===== src/rtl/prxi2c_regs.vh =====
// Register map, field positions, reset values and timing counts for the proximity I2C block
// Operation
// - LED pulse rate is the 4 MHz reference divided by the divisor register.
// - Divisor resets to sixteen, giving 250 KHz with a 4 us period.
// - Receiver sample taken a programmable delay after each LED edge.
// - Code 0 or 1 gives no delay; N gives (N-1) steps of 125 ns.
// - Sample-delay code resets to five, a 500 ns delay.
// - Result is unsigned, 12 bits at default integration, readable over I2C.
// - Every byte is 8 bits, MSB first, followed by one acknowledge bit.
// - Device answers address 0x37; write begins START, address, 0, acknowledged.
// - After address the master sends a register pointer; device acks and loads it.
// - Write stores each data byte, acks it, then advances the pointer.
// - Write ends on STOP or repeated START, either accepted.
// - Read: pointer written, repeated START, address with 1, device drives byte.
// - Master ack on a read byte advances pointer and next byte is driven.
// - High-speed master code enters high-speed mode, kept over repeated STARTs.
// - Any STOP leaves high-speed mode at once.
// - All registers take defaults at power-up and on software reset.
// - Result split across two read-only registers, upper bits at lower address.
// - Each threshold is a register pair, most significant part at lower address.
// - Divisor occupies bits 4 to 0; upper bits are don't-care.
// - Sample-delay code occupies bits 4 to 0; upper bits are don't-care.
// - Writing 1 to reset bit 0 then STOP restores the startup state.
`ifndef PRXI2C_REGS_VH
`define PRXI2C_REGS_VH
`define PRX_SLAVE_ADDR      7'h37
`define PRX_HS_CODE_MASK    8'hF8
`define PRX_HS_CODE         8'h08
`define PRX_ADDR_PART_IDENTIFICATION    8'h00
`define PRX_ADDR_SOFT_RST   8'h01
`define PRX_ADDR_IRQ_CFG    8'h02
`define PRX_ADDR_LED_DIV    8'h0D
`define PRX_ADDR_SMP_DLY    8'h0E
`define PRX_ADDR_LED_CUR    8'h0F
`define PRX_ADDR_UTH_HI     8'h10
`define PRX_ADDR_UTH_LO     8'h11
`define PRX_ADDR_LTH_HI     8'h12
`define PRX_ADDR_LTH_LO     8'h13
`define PRX_ADDR_FILT_CFG   8'h14
`define PRX_ADDR_INTEG_CFG  8'h15
`define PRX_ADDR_INTERVAL   8'h16
`define PRX_ADDR_MODE_CTRL  8'h17
`define PRX_ADDR_IRQ_STAT   8'h40
`define PRX_ADDR_RES_HI     8'h41
`define PRX_ADDR_RES_LO     8'h42
`define PRX_SOFT_RST_BIT    0
`define PRX_FIELD_MSB       4
`define PRX_RST_LED_DIV     5'h10
`define PRX_RST_SMP_DLY     5'h05
`define PRX_RST_IRQ_CFG     8'h02
`define PRX_RST_LED_CUR     8'h09
`define PRX_RST_ZERO        8'h00
`define PRX_REF_HZ          4000000
`define PRX_CLK_HZ          20000000
`define PRX_REF_CYC         (`PRX_CLK_HZ / `PRX_REF_HZ)
`define PRX_STEP_NS         125
`define PRX_CLK_NS          50
`define PRX_STEP_CYC        ((`PRX_STEP_NS + `PRX_CLK_NS - 1) / `PRX_CLK_NS)
`endif


===== src/rtl/prxi2c_top.v =====
// I2C slave register bank with LED pulse divider and receiver sample-delay timing
`timescale 1ns/1ps
`include "prxi2c_regs.vh"
module prxi2c_top #(
  parameter REV_ID = 4'h0,
  parameter PART_NUM = 4'hA
) (
  input  wire        clk_in,
  input  wire        srst_in,
  input  wire        scl_in,
  input  wire        sda_in,
  output wire        sda_out,
  output reg         sda_oe_out,
  output reg         hs_mode_out,
  output reg         led_pulse_out,
  output reg         rx_sample_out,
  input  wire [11:0] measurement_result_in,
  output wire [7:0]  led_drive_current_out,
  output wire [7:0]  operation_mode_out
);
  // Part number arbitrary, not a real identification
  localparam ST_IDLE = 3'h0;
  localparam ST_ADDR = 3'h1;
  localparam ST_PTR  = 3'h2;
  localparam ST_WDAT = 3'h3;
  localparam ST_RDAT = 3'h4;
  localparam ST_IGN  = 3'h5;

  reg [1:0] scl_sync_reg;
  reg [1:0] sda_sync_reg;
  reg       scl_d_reg;
  reg       sda_d_reg;
  wire scl_s = scl_sync_reg[1];
  wire sda_s = sda_sync_reg[1];
  wire scl_rise = scl_s & ~scl_d_reg;
  wire scl_fall = ~scl_s & scl_d_reg;
  wire start_det = scl_s & scl_d_reg & sda_d_reg & ~sda_s;
  wire stop_det  = scl_s & scl_d_reg & ~sda_d_reg & sda_s;

  always @(posedge clk_in)
  begin
    scl_sync_reg <= {scl_sync_reg[0], scl_in};
    sda_sync_reg <= {sda_sync_reg[0], sda_in};
    scl_d_reg    <= scl_sync_reg[1];
    sda_d_reg    <= sda_sync_reg[1];
  end

  reg [2:0] state_reg;
  reg [3:0] bit_cnt_reg;
  reg [7:0] shift_reg;
  reg [7:0] ptr_reg;
  reg       ack_phase_reg;
  reg       sda_drv_reg;
  reg       rst_armed_reg;
  reg       soft_rst_reg;
  reg [7:0] irq_cfg_reg;
  reg [4:0] led_div_reg;
  reg [4:0] smp_dly_reg;
  reg [7:0] led_cur_reg;
  reg [7:0] uth_hi_reg;
  reg [7:0] uth_lo_reg;
  reg [7:0] lth_hi_reg;
  reg [7:0] lth_lo_reg;
  reg [7:0] filt_cfg_reg;
  reg [7:0] integ_cfg_reg;
  reg [7:0] interval_reg;
  reg [7:0] mode_ctrl_reg;
  reg [7:0] res_lo_latch_reg;
  reg [7:0] rd_data;

  wire regs_rst = srst_in | soft_rst_reg;
  assign sda_out = 1'b0;
  assign led_drive_current_out = led_cur_reg;
  assign operation_mode_out    = mode_ctrl_reg;

  // Read mux; unmapped and write-only gaps read zero
  always @*
  begin
    rd_data = `PRX_RST_ZERO;
    if (ptr_reg == `PRX_ADDR_PART_IDENTIFICATION)
      rd_data = {PART_NUM, REV_ID};
    else if (ptr_reg == `PRX_ADDR_SOFT_RST)
      rd_data = `PRX_RST_ZERO;
    else if (ptr_reg == `PRX_ADDR_IRQ_CFG)
      rd_data = irq_cfg_reg;
    else if (ptr_reg == `PRX_ADDR_LED_DIV)
      rd_data = {3'h0, led_div_reg};
    else if (ptr_reg == `PRX_ADDR_SMP_DLY)
      rd_data = {3'h0, smp_dly_reg};
    else if (ptr_reg == `PRX_ADDR_LED_CUR)
      rd_data = led_cur_reg;
    else if (ptr_reg == `PRX_ADDR_UTH_HI)
      rd_data = uth_hi_reg;
    else if (ptr_reg == `PRX_ADDR_UTH_LO)
      rd_data = uth_lo_reg;
    else if (ptr_reg == `PRX_ADDR_LTH_HI)
      rd_data = lth_hi_reg;
    else if (ptr_reg == `PRX_ADDR_LTH_LO)
      rd_data = lth_lo_reg;
    else if (ptr_reg == `PRX_ADDR_FILT_CFG)
      rd_data = filt_cfg_reg;
    else if (ptr_reg == `PRX_ADDR_INTEG_CFG)
      rd_data = integ_cfg_reg;
    else if (ptr_reg == `PRX_ADDR_INTERVAL)
      rd_data = interval_reg;
    else if (ptr_reg == `PRX_ADDR_MODE_CTRL)
      rd_data = mode_ctrl_reg;
    else if (ptr_reg == `PRX_ADDR_IRQ_STAT)
      rd_data = `PRX_RST_ZERO;
    else if (ptr_reg == `PRX_ADDR_RES_HI)
      rd_data = {4'h0, measurement_result_in[11:8]};
    else if (ptr_reg == `PRX_ADDR_RES_LO)
      rd_data = res_lo_latch_reg;
  end

  wire wr_strobe = (state_reg == ST_WDAT) & scl_fall & ~ack_phase_reg & (bit_cnt_reg == 4'h8);

  // Register bank; read-only and unmapped writes drop silently
  always @(posedge clk_in)
  begin
    if (regs_rst)
    begin
      irq_cfg_reg   <= `PRX_RST_IRQ_CFG;
      led_div_reg   <= `PRX_RST_LED_DIV;
      smp_dly_reg   <= `PRX_RST_SMP_DLY;
      led_cur_reg   <= `PRX_RST_LED_CUR;
      uth_hi_reg    <= `PRX_RST_ZERO;
      uth_lo_reg    <= `PRX_RST_ZERO;
      lth_hi_reg    <= `PRX_RST_ZERO;
      lth_lo_reg    <= `PRX_RST_ZERO;
      filt_cfg_reg  <= `PRX_RST_ZERO;
      integ_cfg_reg <= `PRX_RST_ZERO;
      interval_reg  <= `PRX_RST_ZERO;
      mode_ctrl_reg <= `PRX_RST_ZERO;
    end
    else if (wr_strobe)
    begin
      if (ptr_reg == `PRX_ADDR_IRQ_CFG)
        irq_cfg_reg <= shift_reg;
      else if (ptr_reg == `PRX_ADDR_LED_DIV)
        led_div_reg <= shift_reg[`PRX_FIELD_MSB:0];
      else if (ptr_reg == `PRX_ADDR_SMP_DLY)
        smp_dly_reg <= shift_reg[`PRX_FIELD_MSB:0];
      else if (ptr_reg == `PRX_ADDR_LED_CUR)
        led_cur_reg <= shift_reg;
      else if (ptr_reg == `PRX_ADDR_UTH_HI)
        uth_hi_reg <= shift_reg;
      else if (ptr_reg == `PRX_ADDR_UTH_LO)
        uth_lo_reg <= shift_reg;
      else if (ptr_reg == `PRX_ADDR_LTH_HI)
        lth_hi_reg <= shift_reg;
      else if (ptr_reg == `PRX_ADDR_LTH_LO)
        lth_lo_reg <= shift_reg;
      else if (ptr_reg == `PRX_ADDR_FILT_CFG)
        filt_cfg_reg <= shift_reg;
      else if (ptr_reg == `PRX_ADDR_INTEG_CFG)
        integ_cfg_reg <= shift_reg;
      else if (ptr_reg == `PRX_ADDR_INTERVAL)
        interval_reg <= shift_reg;
      else if (ptr_reg == `PRX_ADDR_MODE_CTRL)
        mode_ctrl_reg <= shift_reg;
    end
  end

  // Soft reset armed by write, fired by the next STOP only
  always @(posedge clk_in)
  begin
    if (regs_rst)
    begin
      rst_armed_reg <= 1'b0;
      soft_rst_reg  <= 1'b0;
    end
    else
    begin
      soft_rst_reg <= stop_det & rst_armed_reg;
      if (wr_strobe && ptr_reg == `PRX_ADDR_SOFT_RST)
        rst_armed_reg <= shift_reg[`PRX_SOFT_RST_BIT];
    end
  end

  // Bus engine; bytes counted MSB first, ninth clock is the ack
  always @(posedge clk_in)
  begin
    if (regs_rst)
    begin
      state_reg        <= ST_IDLE;
      bit_cnt_reg      <= 4'h0;
      shift_reg        <= 8'h00;
      ptr_reg          <= 8'h00;
      ack_phase_reg    <= 1'b0;
      sda_drv_reg      <= 1'b0;
      sda_oe_out       <= 1'b0;
      hs_mode_out      <= 1'b0;
      res_lo_latch_reg <= 8'h00;
    end
    else if (stop_det)
    begin
      state_reg   <= ST_IDLE;
      sda_oe_out  <= 1'b0;
      hs_mode_out <= 1'b0;
    end
    else if (start_det)
    begin
      // Repeated START keeps high-speed mode and the pointer
      state_reg     <= ST_ADDR;
      bit_cnt_reg   <= 4'h0;
      ack_phase_reg <= 1'b0;
      sda_oe_out    <= 1'b0;
    end
    else if (state_reg != ST_IDLE && state_reg != ST_IGN)
    begin
      if (scl_rise && !ack_phase_reg && state_reg != ST_RDAT)
      begin
        shift_reg   <= {shift_reg[6:0], sda_s};
        bit_cnt_reg <= bit_cnt_reg + 4'h1;
      end
      if (scl_rise && ack_phase_reg && state_reg == ST_RDAT && sda_s)
        state_reg <= ST_IGN;
      if (scl_fall)
      begin
        if (!ack_phase_reg && bit_cnt_reg == 4'h8)
        begin
          ack_phase_reg <= 1'b1;
          bit_cnt_reg   <= 4'h0;
          sda_oe_out    <= 1'b0;
          if (state_reg == ST_ADDR)
          begin
            if (shift_reg[7:1] == `PRX_SLAVE_ADDR)
            begin
              sda_oe_out <= 1'b1;
              state_reg  <= shift_reg[0] ? ST_RDAT : ST_PTR;
            end
            else
            begin
              if ((shift_reg & `PRX_HS_CODE_MASK) == `PRX_HS_CODE)
                hs_mode_out <= 1'b1;
              state_reg <= ST_IGN;
            end
          end
          else if (state_reg == ST_PTR)
          begin
            ptr_reg    <= shift_reg;
            sda_oe_out <= 1'b1;
            state_reg  <= ST_WDAT;
          end
          else if (state_reg == ST_WDAT)
          begin
            // Advance with the store so the pointer byte never moves it
            sda_oe_out <= 1'b1;
            ptr_reg    <= ptr_reg + 8'h01;
          end
          else
          begin
            // Read byte done; release for master ack
            ptr_reg <= ptr_reg + 8'h01;
          end
        end
        else if (ack_phase_reg)
        begin
          ack_phase_reg <= 1'b0;
          sda_oe_out    <= 1'b0;
          if (state_reg == ST_RDAT)
          begin
            // Load byte; low result byte frozen when high is read
            shift_reg   <= rd_data;
            sda_drv_reg <= rd_data[7];
            sda_oe_out  <= ~rd_data[7];
            bit_cnt_reg <= 4'h1;
            if (ptr_reg == `PRX_ADDR_RES_HI)
              res_lo_latch_reg <= measurement_result_in[7:0];
          end
        end
        else if (state_reg == ST_RDAT)
        begin
          shift_reg   <= {shift_reg[6:0], 1'b0};
          sda_oe_out  <= ~shift_reg[6];
          bit_cnt_reg <= bit_cnt_reg + 4'h1;
        end
      end
    end
  end

  // LED divider; the reference tick is the 4 MHz time base
  reg [2:0] ref_cnt_reg;
  reg [4:0] div_cnt_reg;
  reg [6:0] dly_cnt_reg;
  reg       dly_run_reg;
  localparam integer REF_LAST_I = `PRX_REF_CYC - 1;
  wire [2:0] ref_last = REF_LAST_I[2:0];
  wire ref_tick = (ref_cnt_reg == ref_last);
  wire [4:0] half_div = {1'b0, led_div_reg[4:1]};

  always @(posedge clk_in)
  begin
    if (regs_rst)
    begin
      ref_cnt_reg   <= 3'h0;
      div_cnt_reg   <= 5'h00;
      led_pulse_out <= 1'b0;
    end
    else
    begin
      ref_cnt_reg <= ref_tick ? 3'h0 : ref_cnt_reg + 3'h1;
      if (ref_tick)
      begin
        // Divisors below 2 hold the LED output high with no pulses, invalid anyway
        if (div_cnt_reg >= led_div_reg - 5'h1 || led_div_reg < 5'h2)
        begin
          div_cnt_reg   <= 5'h00;
          led_pulse_out <= 1'b1;
        end
        else
        begin
          div_cnt_reg <= div_cnt_reg + 5'h1;
          if (div_cnt_reg + 5'h1 >= half_div)
            led_pulse_out <= 1'b0;
        end
      end
    end
  end

  // Sample strobe after (N-1) steps of 125 ns from each LED edge
  // 125 ns is not a whole number of clocks; each delay rounds up
  localparam integer STEP_NS_I = `PRX_STEP_NS;
  localparam integer CLK_NS_I  = `PRX_CLK_NS;
  reg         led_d_reg;
  wire        led_edge   = led_pulse_out ^ led_d_reg;
  wire [4:0]  dly_steps  = smp_dly_reg - 5'h01;
  wire [11:0] step_ns    = STEP_NS_I[11:0];
  wire [11:0] clk_ns     = CLK_NS_I[11:0];
  wire [11:0] dly_ns     = {7'h00, dly_steps} * step_ns;
  wire [11:0] dly_cyc    = (dly_ns + clk_ns - 12'h001) / clk_ns;
  wire [6:0]  dly_target = (smp_dly_reg < 5'h02) ? 7'h00 : dly_cyc[6:0];

  always @(posedge clk_in)
  begin
    if (regs_rst)
    begin
      led_d_reg     <= 1'b0;
      dly_cnt_reg   <= 7'h00;
      dly_run_reg   <= 1'b0;
      rx_sample_out <= 1'b0;
    end
    else
    begin
      led_d_reg     <= led_pulse_out;
      // Strobe is a single clock wide
      rx_sample_out <= 1'b0;
      if (led_edge)
      begin
        if (dly_target == 7'h00)
          rx_sample_out <= 1'b1;
        else
        begin
          // Starts at 2: edge detection already cost one clock
          dly_cnt_reg <= 7'h02;
          dly_run_reg <= 1'b1;
        end
      end
      else if (dly_run_reg)
      begin
        if (dly_cnt_reg >= dly_target)
        begin
          rx_sample_out <= 1'b1;
          dly_run_reg   <= 1'b0;
        end
        else
          dly_cnt_reg <= dly_cnt_reg + 7'h01;
      end
    end
  end
endmodule


===== config.mk =====
export PLATFORM = sky130hd
export DESIGN_NAME = prxi2c_top
export DESIGN_NICKNAME = d
export VERILOG_FILES = /design/src/rtl/prxi2c_top.v
export VERILOG_INCLUDE_DIRS = /design/src /design/src/rtl
export SDC_FILE = /design/constraint.sdc
export NUM_CORES = 1
export LEC_CHECK = 0
export ABC_AREA = 0
export ABC_CLOCK_PERIOD_IN_PS = 13600
export BUFFER_PORTS_ARGS = -buffer_cell sky130_fd_sc_hd__buf_2
export CAP_MARGIN = 20
export CORE_UTILIZATION = 42
export DETAILED_ROUTE_END_ITERATION = 10
export GPL_TIMING_DRIVEN = 0
export SETUP_SLACK_MARGIN = 0.5
export SLEW_MARGIN = 20
export SYNTH_ARGS = -nofsm -noshare
export SYNTH_HDL_FRONTEND = slang
export SYNTH_SLANG_ARGS = --single-unit

===== constraint.sdc =====
create_clock -name clk_in -period 13.6 [get_ports clk_in]
set_input_delay 1.36 -clock clk_in [delete_from_list [all_inputs] [get_ports clk_in]]
set_output_delay 1.36 -clock clk_in [all_outputs]
set_load 0.02 [all_outputs]

==> metrics.log <==
INFO  metric outcome = completed
INFO  metric power_total = 938.0 uW
INFO  metric crit_family = compound AO/OA/AOI/OAI gates
INFO  metric yosysMostFrequentCell = sky130_fd_sc_hd__nor2_1
INFO  metric worst_path_most_repeated_cell = sky130_fd_sc_hd__a21oi_1
INFO  metric worst-endpoint-arrival = about 12,000 ps
INFO  metric timing.hold.worst_path_depth = 0
INFO  metric ys_seq_elements = 151
INFO  metric setup_viol = 0
INFO  metric fp.coreArea = 23,400 um2
INFO  metric drc = 0
INFO  metric post_cts_resize_count = 0
INFO  metric timing_worst_setup_path_type = reg2reg
INFO  metric tightest_slew = 1070 ps
INFO  metric netlist_instances = 1,244
INFO  metric i_o_pin_count = 37
INFO  metric hpwlAfterDp = 20.73 mm
INFO  metric critPathLaunchType = register
INFO  metric overflow = 0
INFO  metric fillCellCount = 2,391
INFO  metric hold_violations = 0
INFO  metric register_area = 3023 um2
INFO  metric area_delta_synth_final = 12.05%
INFO  metric clock_sink_count = about 150
INFO  metric synthTopCellsByArea = sky130_fd_sc_hd__dfxtp_1 30%, sky130_fd_sc_hd__mux2i_1 7.5%, sky130_fd_sc_hd__ha_1 6.6%, sky130_fd_sc_hd__nor2_1 6.0%, sky130_fd_sc_hd__a21oi_1 4.9%
INFO  metric finalMaxSlewViolations = 0
INFO  metric routed_wl = about 28 mm
INFO  metric ant_nets = 0
INFO  metric finalWeightedCongestion = 0.9145
INFO  metric antenna_found_initial = 0
INFO  metric routed-via-count = 9,344
INFO  metric hp-class = reg2reg
INFO  metric cts-htree-levels = 4
INFO  metric final_layout_size_suffix_gt1_share = 9.825%
INFO  metric port-buffer-count = 35
INFO  metric max-vdd-ir-drop = 0.00008739 V
INFO  metric yosysTopAreaCellShare = 30.27%
INFO  metric routed_via_density = 5.725
INFO  metric synth.avg_cell_area = between 8 and 9 um2
INFO  metric timing.rr.end = dly_cnt_reg[6]
INFO  metric max_cap_viol_count = 0
INFO  metric crit_required = 13,920 ps
INFO  metric crit_path_end_kind = register
INFO  metric standard_cell_row_count = 56
INFO  metric p_per_area = 83.83 nW/um2
INFO  metric detailedRoute.firstPassIterationCount = 6
INFO  metric place.detailed.instances = 1,600
INFO  metric synth.net_count = around 1,300
INFO  metric final.setup.tns = 0 ps
INFO  metric worst_setup_hold_path_clk_slew = 70 ps
INFO  metric skew = 5.642 ps
INFO  metric cp_slowest_cell = sky130_fd_sc_hd__fa_1
INFO  metric die_area = 24,400 um2
INFO  metric timing.max_slew.rel_slack = 28.42%
INFO  metric synth_ff_type = sky130_fd_sc_hd__dfxtp_1
INFO  metric numCtsBuffers = 17
INFO  metric grt_util_all_layers = 23.27%
INFO  metric rr_worst_depth = 41
INFO  metric leakagePower = 0.004079 uW
INFO  metric tritoncts_clock_tree = done
INFO  metric fin_crit = roughly 11,000 ps
INFO  metric final_min_period_over_clock_period = 83.19%
INFO  metric worst-path-buf-inv = 5
INFO  metric post_synth_num_cell_types = 97
INFO  metric cts_hold_repair.buffers = 0
INFO  metric holdPathEnd = scl_sync_reg[1]
INFO  metric hold_path.startpoint = scl_sync_reg[0]
INFO  metric fin_nets = 1,379
INFO  metric unrepaired_setup_endpoints_after_global_routing = false
INFO  metric crit-reg2reg-launch = smp_dly_reg[0]
INFO  metric synth.cells.most_frequent = 159 x sky130_fd_sc_hd__nor2_1, 151 x sky130_fd_sc_hd__dfxtp_1, 117 x sky130_fd_sc_hd__nand2_1
INFO  metric post_cts_buffers = 0
INFO  metric drt_iter0_markers = roughly 700
INFO  metric ctsLongestPathBuffers = 2
INFO  metric worstSkewPairLatency = 430 ps
INFO  metric yosysSeqAreaShare = 30.27%
INFO  metric synth_async_sr_flop_share = 0%
INFO  metric cts_root_buf = sky130_fd_sc_hd__clkbuf_16
INFO  metric multi_input_area = 6556 um2
INFO  metric pin_count_of_the_biggest_net_entering_global_routing = 17
INFO  metric die_w = 156.2 um
INFO  metric grt_first_pass_wirelength = 45.04 mm
INFO  metric crit_fanout = 9
INFO  metric final_cell_count_no_fill = around 1,600
INFO  metric edff_count_synth = 0
INFO  metric first_global_vias = 8,530
INFO  metric initial_utilization = 42.67%
INFO  metric floorplan.die.height = 156.2 um
INFO  metric synth.cell_area = 9986 um2
INFO  metric worst-r2r-setup-slack = between 2000 and 2500 ps
INFO  metric wire_per_inst = 16.97 um
INFO  metric number_of_synthesis_warnings = 0
INFO  metric synthDominantAreaCellType = sky130_fd_sc_hd__dfxtp_1
INFO  metric max_stage_delay = 740 ps
INFO  metric antenna-diode-count = 0
INFO  metric fmax = 0.08839 GHz
[through the flow]
stage	instance area, um2	hold WS [ps]	setup slack (ps)	utilization [%]
2_1_floorplan	9986	309.6	3735	-
3_3_place_gp	10560	310.0	2440	45.12
3_5_place_dp	10610	317.9	2247	45.32
4_1_cts	11180	333.5	2234	47.79
5_1_grt	11190	339.5	1326	47.81
6_report	11190	329.3	2287	47.81
[cells by family (layout without fill, tap and decap cells)]
family	Yosys count	after routing	synth area share, %
DFF	151	151	30.27
and+or+nand+nor	482	482	23.00
xor gates and xnor gates	31	31	2.794
buffers and inverters	113	182	4.423
muxes	79	79	7.994
adders and majority gates	63	63	8.646
other	1	1	0.03755
AOI/OAI and AO/OA	324	324	22.83
[worst max path at each step]
stage | startpoint | end | slack [ps] | cells past startpoint
2_1_floorplan | smp_dly_reg[0] | dly_cnt_reg[2] | 3730 | 40
3_3_place_gp | smp_dly_reg[0] | dly_cnt_reg[2] | 2440 | 40
3_5_place_dp | smp_dly_reg[0] | dly_cnt_reg[6] | 2250 | 41
4_1_cts | smp_dly_reg[0] | dly_cnt_reg[2] | 2230 | 40
5_1_grt | smp_dly_reg[0] | dly_cnt_reg[4] | 1330 | 41
6_report | smp_dly_reg[0] | dly_cnt_reg[6] | 2290 | 41
[power by group]
part	switching [uW]	total (uW)	internal, uW
clock	204	466	262
combinational	18.7	25.5	6.80
sequential	1.81	446	444
[area by class of cell]
type | instances | area share [%]
Multi-Input combinational cell | 980 | 58.59
Sequential cell | 151 | 27.02
Clock buffer | 18 | 3.925
Tap cell | 319 | 3.567
Buffer | 70 | 2.505
Timing Repair Buffer | 37 | 1.700
Inverter | 43 | 1.442
Clock inverter | 14 | 1.252
[layout by cell type (no fill, tap or decap), types with 6 or more instances in the layout]
cell type,n
sky130_fd_sc_hd__a22oi_1,12
sky130_fd_sc_hd__nand2_1,117
sky130_fd_sc_hd__fa_1,10
sky130_fd_sc_hd__o211ai_1,9
sky130_fd_sc_hd__nand3_1,58
sky130_fd_sc_hd__o22ai_1,11
sky130_fd_sc_hd__nor2b_1,10
sky130_fd_sc_hd__nor3_1,39
sky130_fd_sc_hd__and3_1,12
sky130_fd_sc_hd__nor2_1,159
sky130_fd_sc_hd__nand4_1,14
sky130_fd_sc_hd__xor2_1,14
sky130_fd_sc_hd__clkbuf_16,17
sky130_fd_sc_hd__a21o_1,8
sky130_fd_sc_hd__o21ai_0,56
sky130_fd_sc_hd__dfxtp_1,151
sky130_fd_sc_hd__ha_1,53
sky130_fd_sc_hd__o221ai_1,7
sky130_fd_sc_hd__xnor2_1,16
sky130_fd_sc_hd__o31ai_1,7
sky130_fd_sc_hd__a31oi_1,12
sky130_fd_sc_hd__o21ai_1,7
sky130_fd_sc_hd__clkbuf_1,59
sky130_fd_sc_hd__and2_1,12
sky130_fd_sc_hd__a21oi_1,97
sky130_fd_sc_hd__nand2b_1,13
sky130_fd_sc_hd__mux2i_1,75
sky130_fd_sc_hd__a211oi_1,21
sky130_fd_sc_hd__inv_1,43
sky130_fd_sc_hd__o21a_1,6
sky130_fd_sc_hd__buf_2,42
sky130_fd_sc_hd__a221oi_1,11
[worst reg2reg max path, delay by kind of cell, from the launching register on]
kind,cells,cell delay [ps]
compound gates,16,3620
xor+xnor,3,1180
fa+ha+maj,6,2620
buf+inv,5,1060
flops,1,380
mux,1,560
simple gates,10,1790
[metal layers]
layer / global-route usage (%) / share of wire, %
met5: 0 / 0
met4: 6.209 / 1.5
met1: 31.33 / 47
met2: 38.92 / 47
met3: 3.083 / 3.9
No activity file was read; power rests on OpenSTA's default activity.
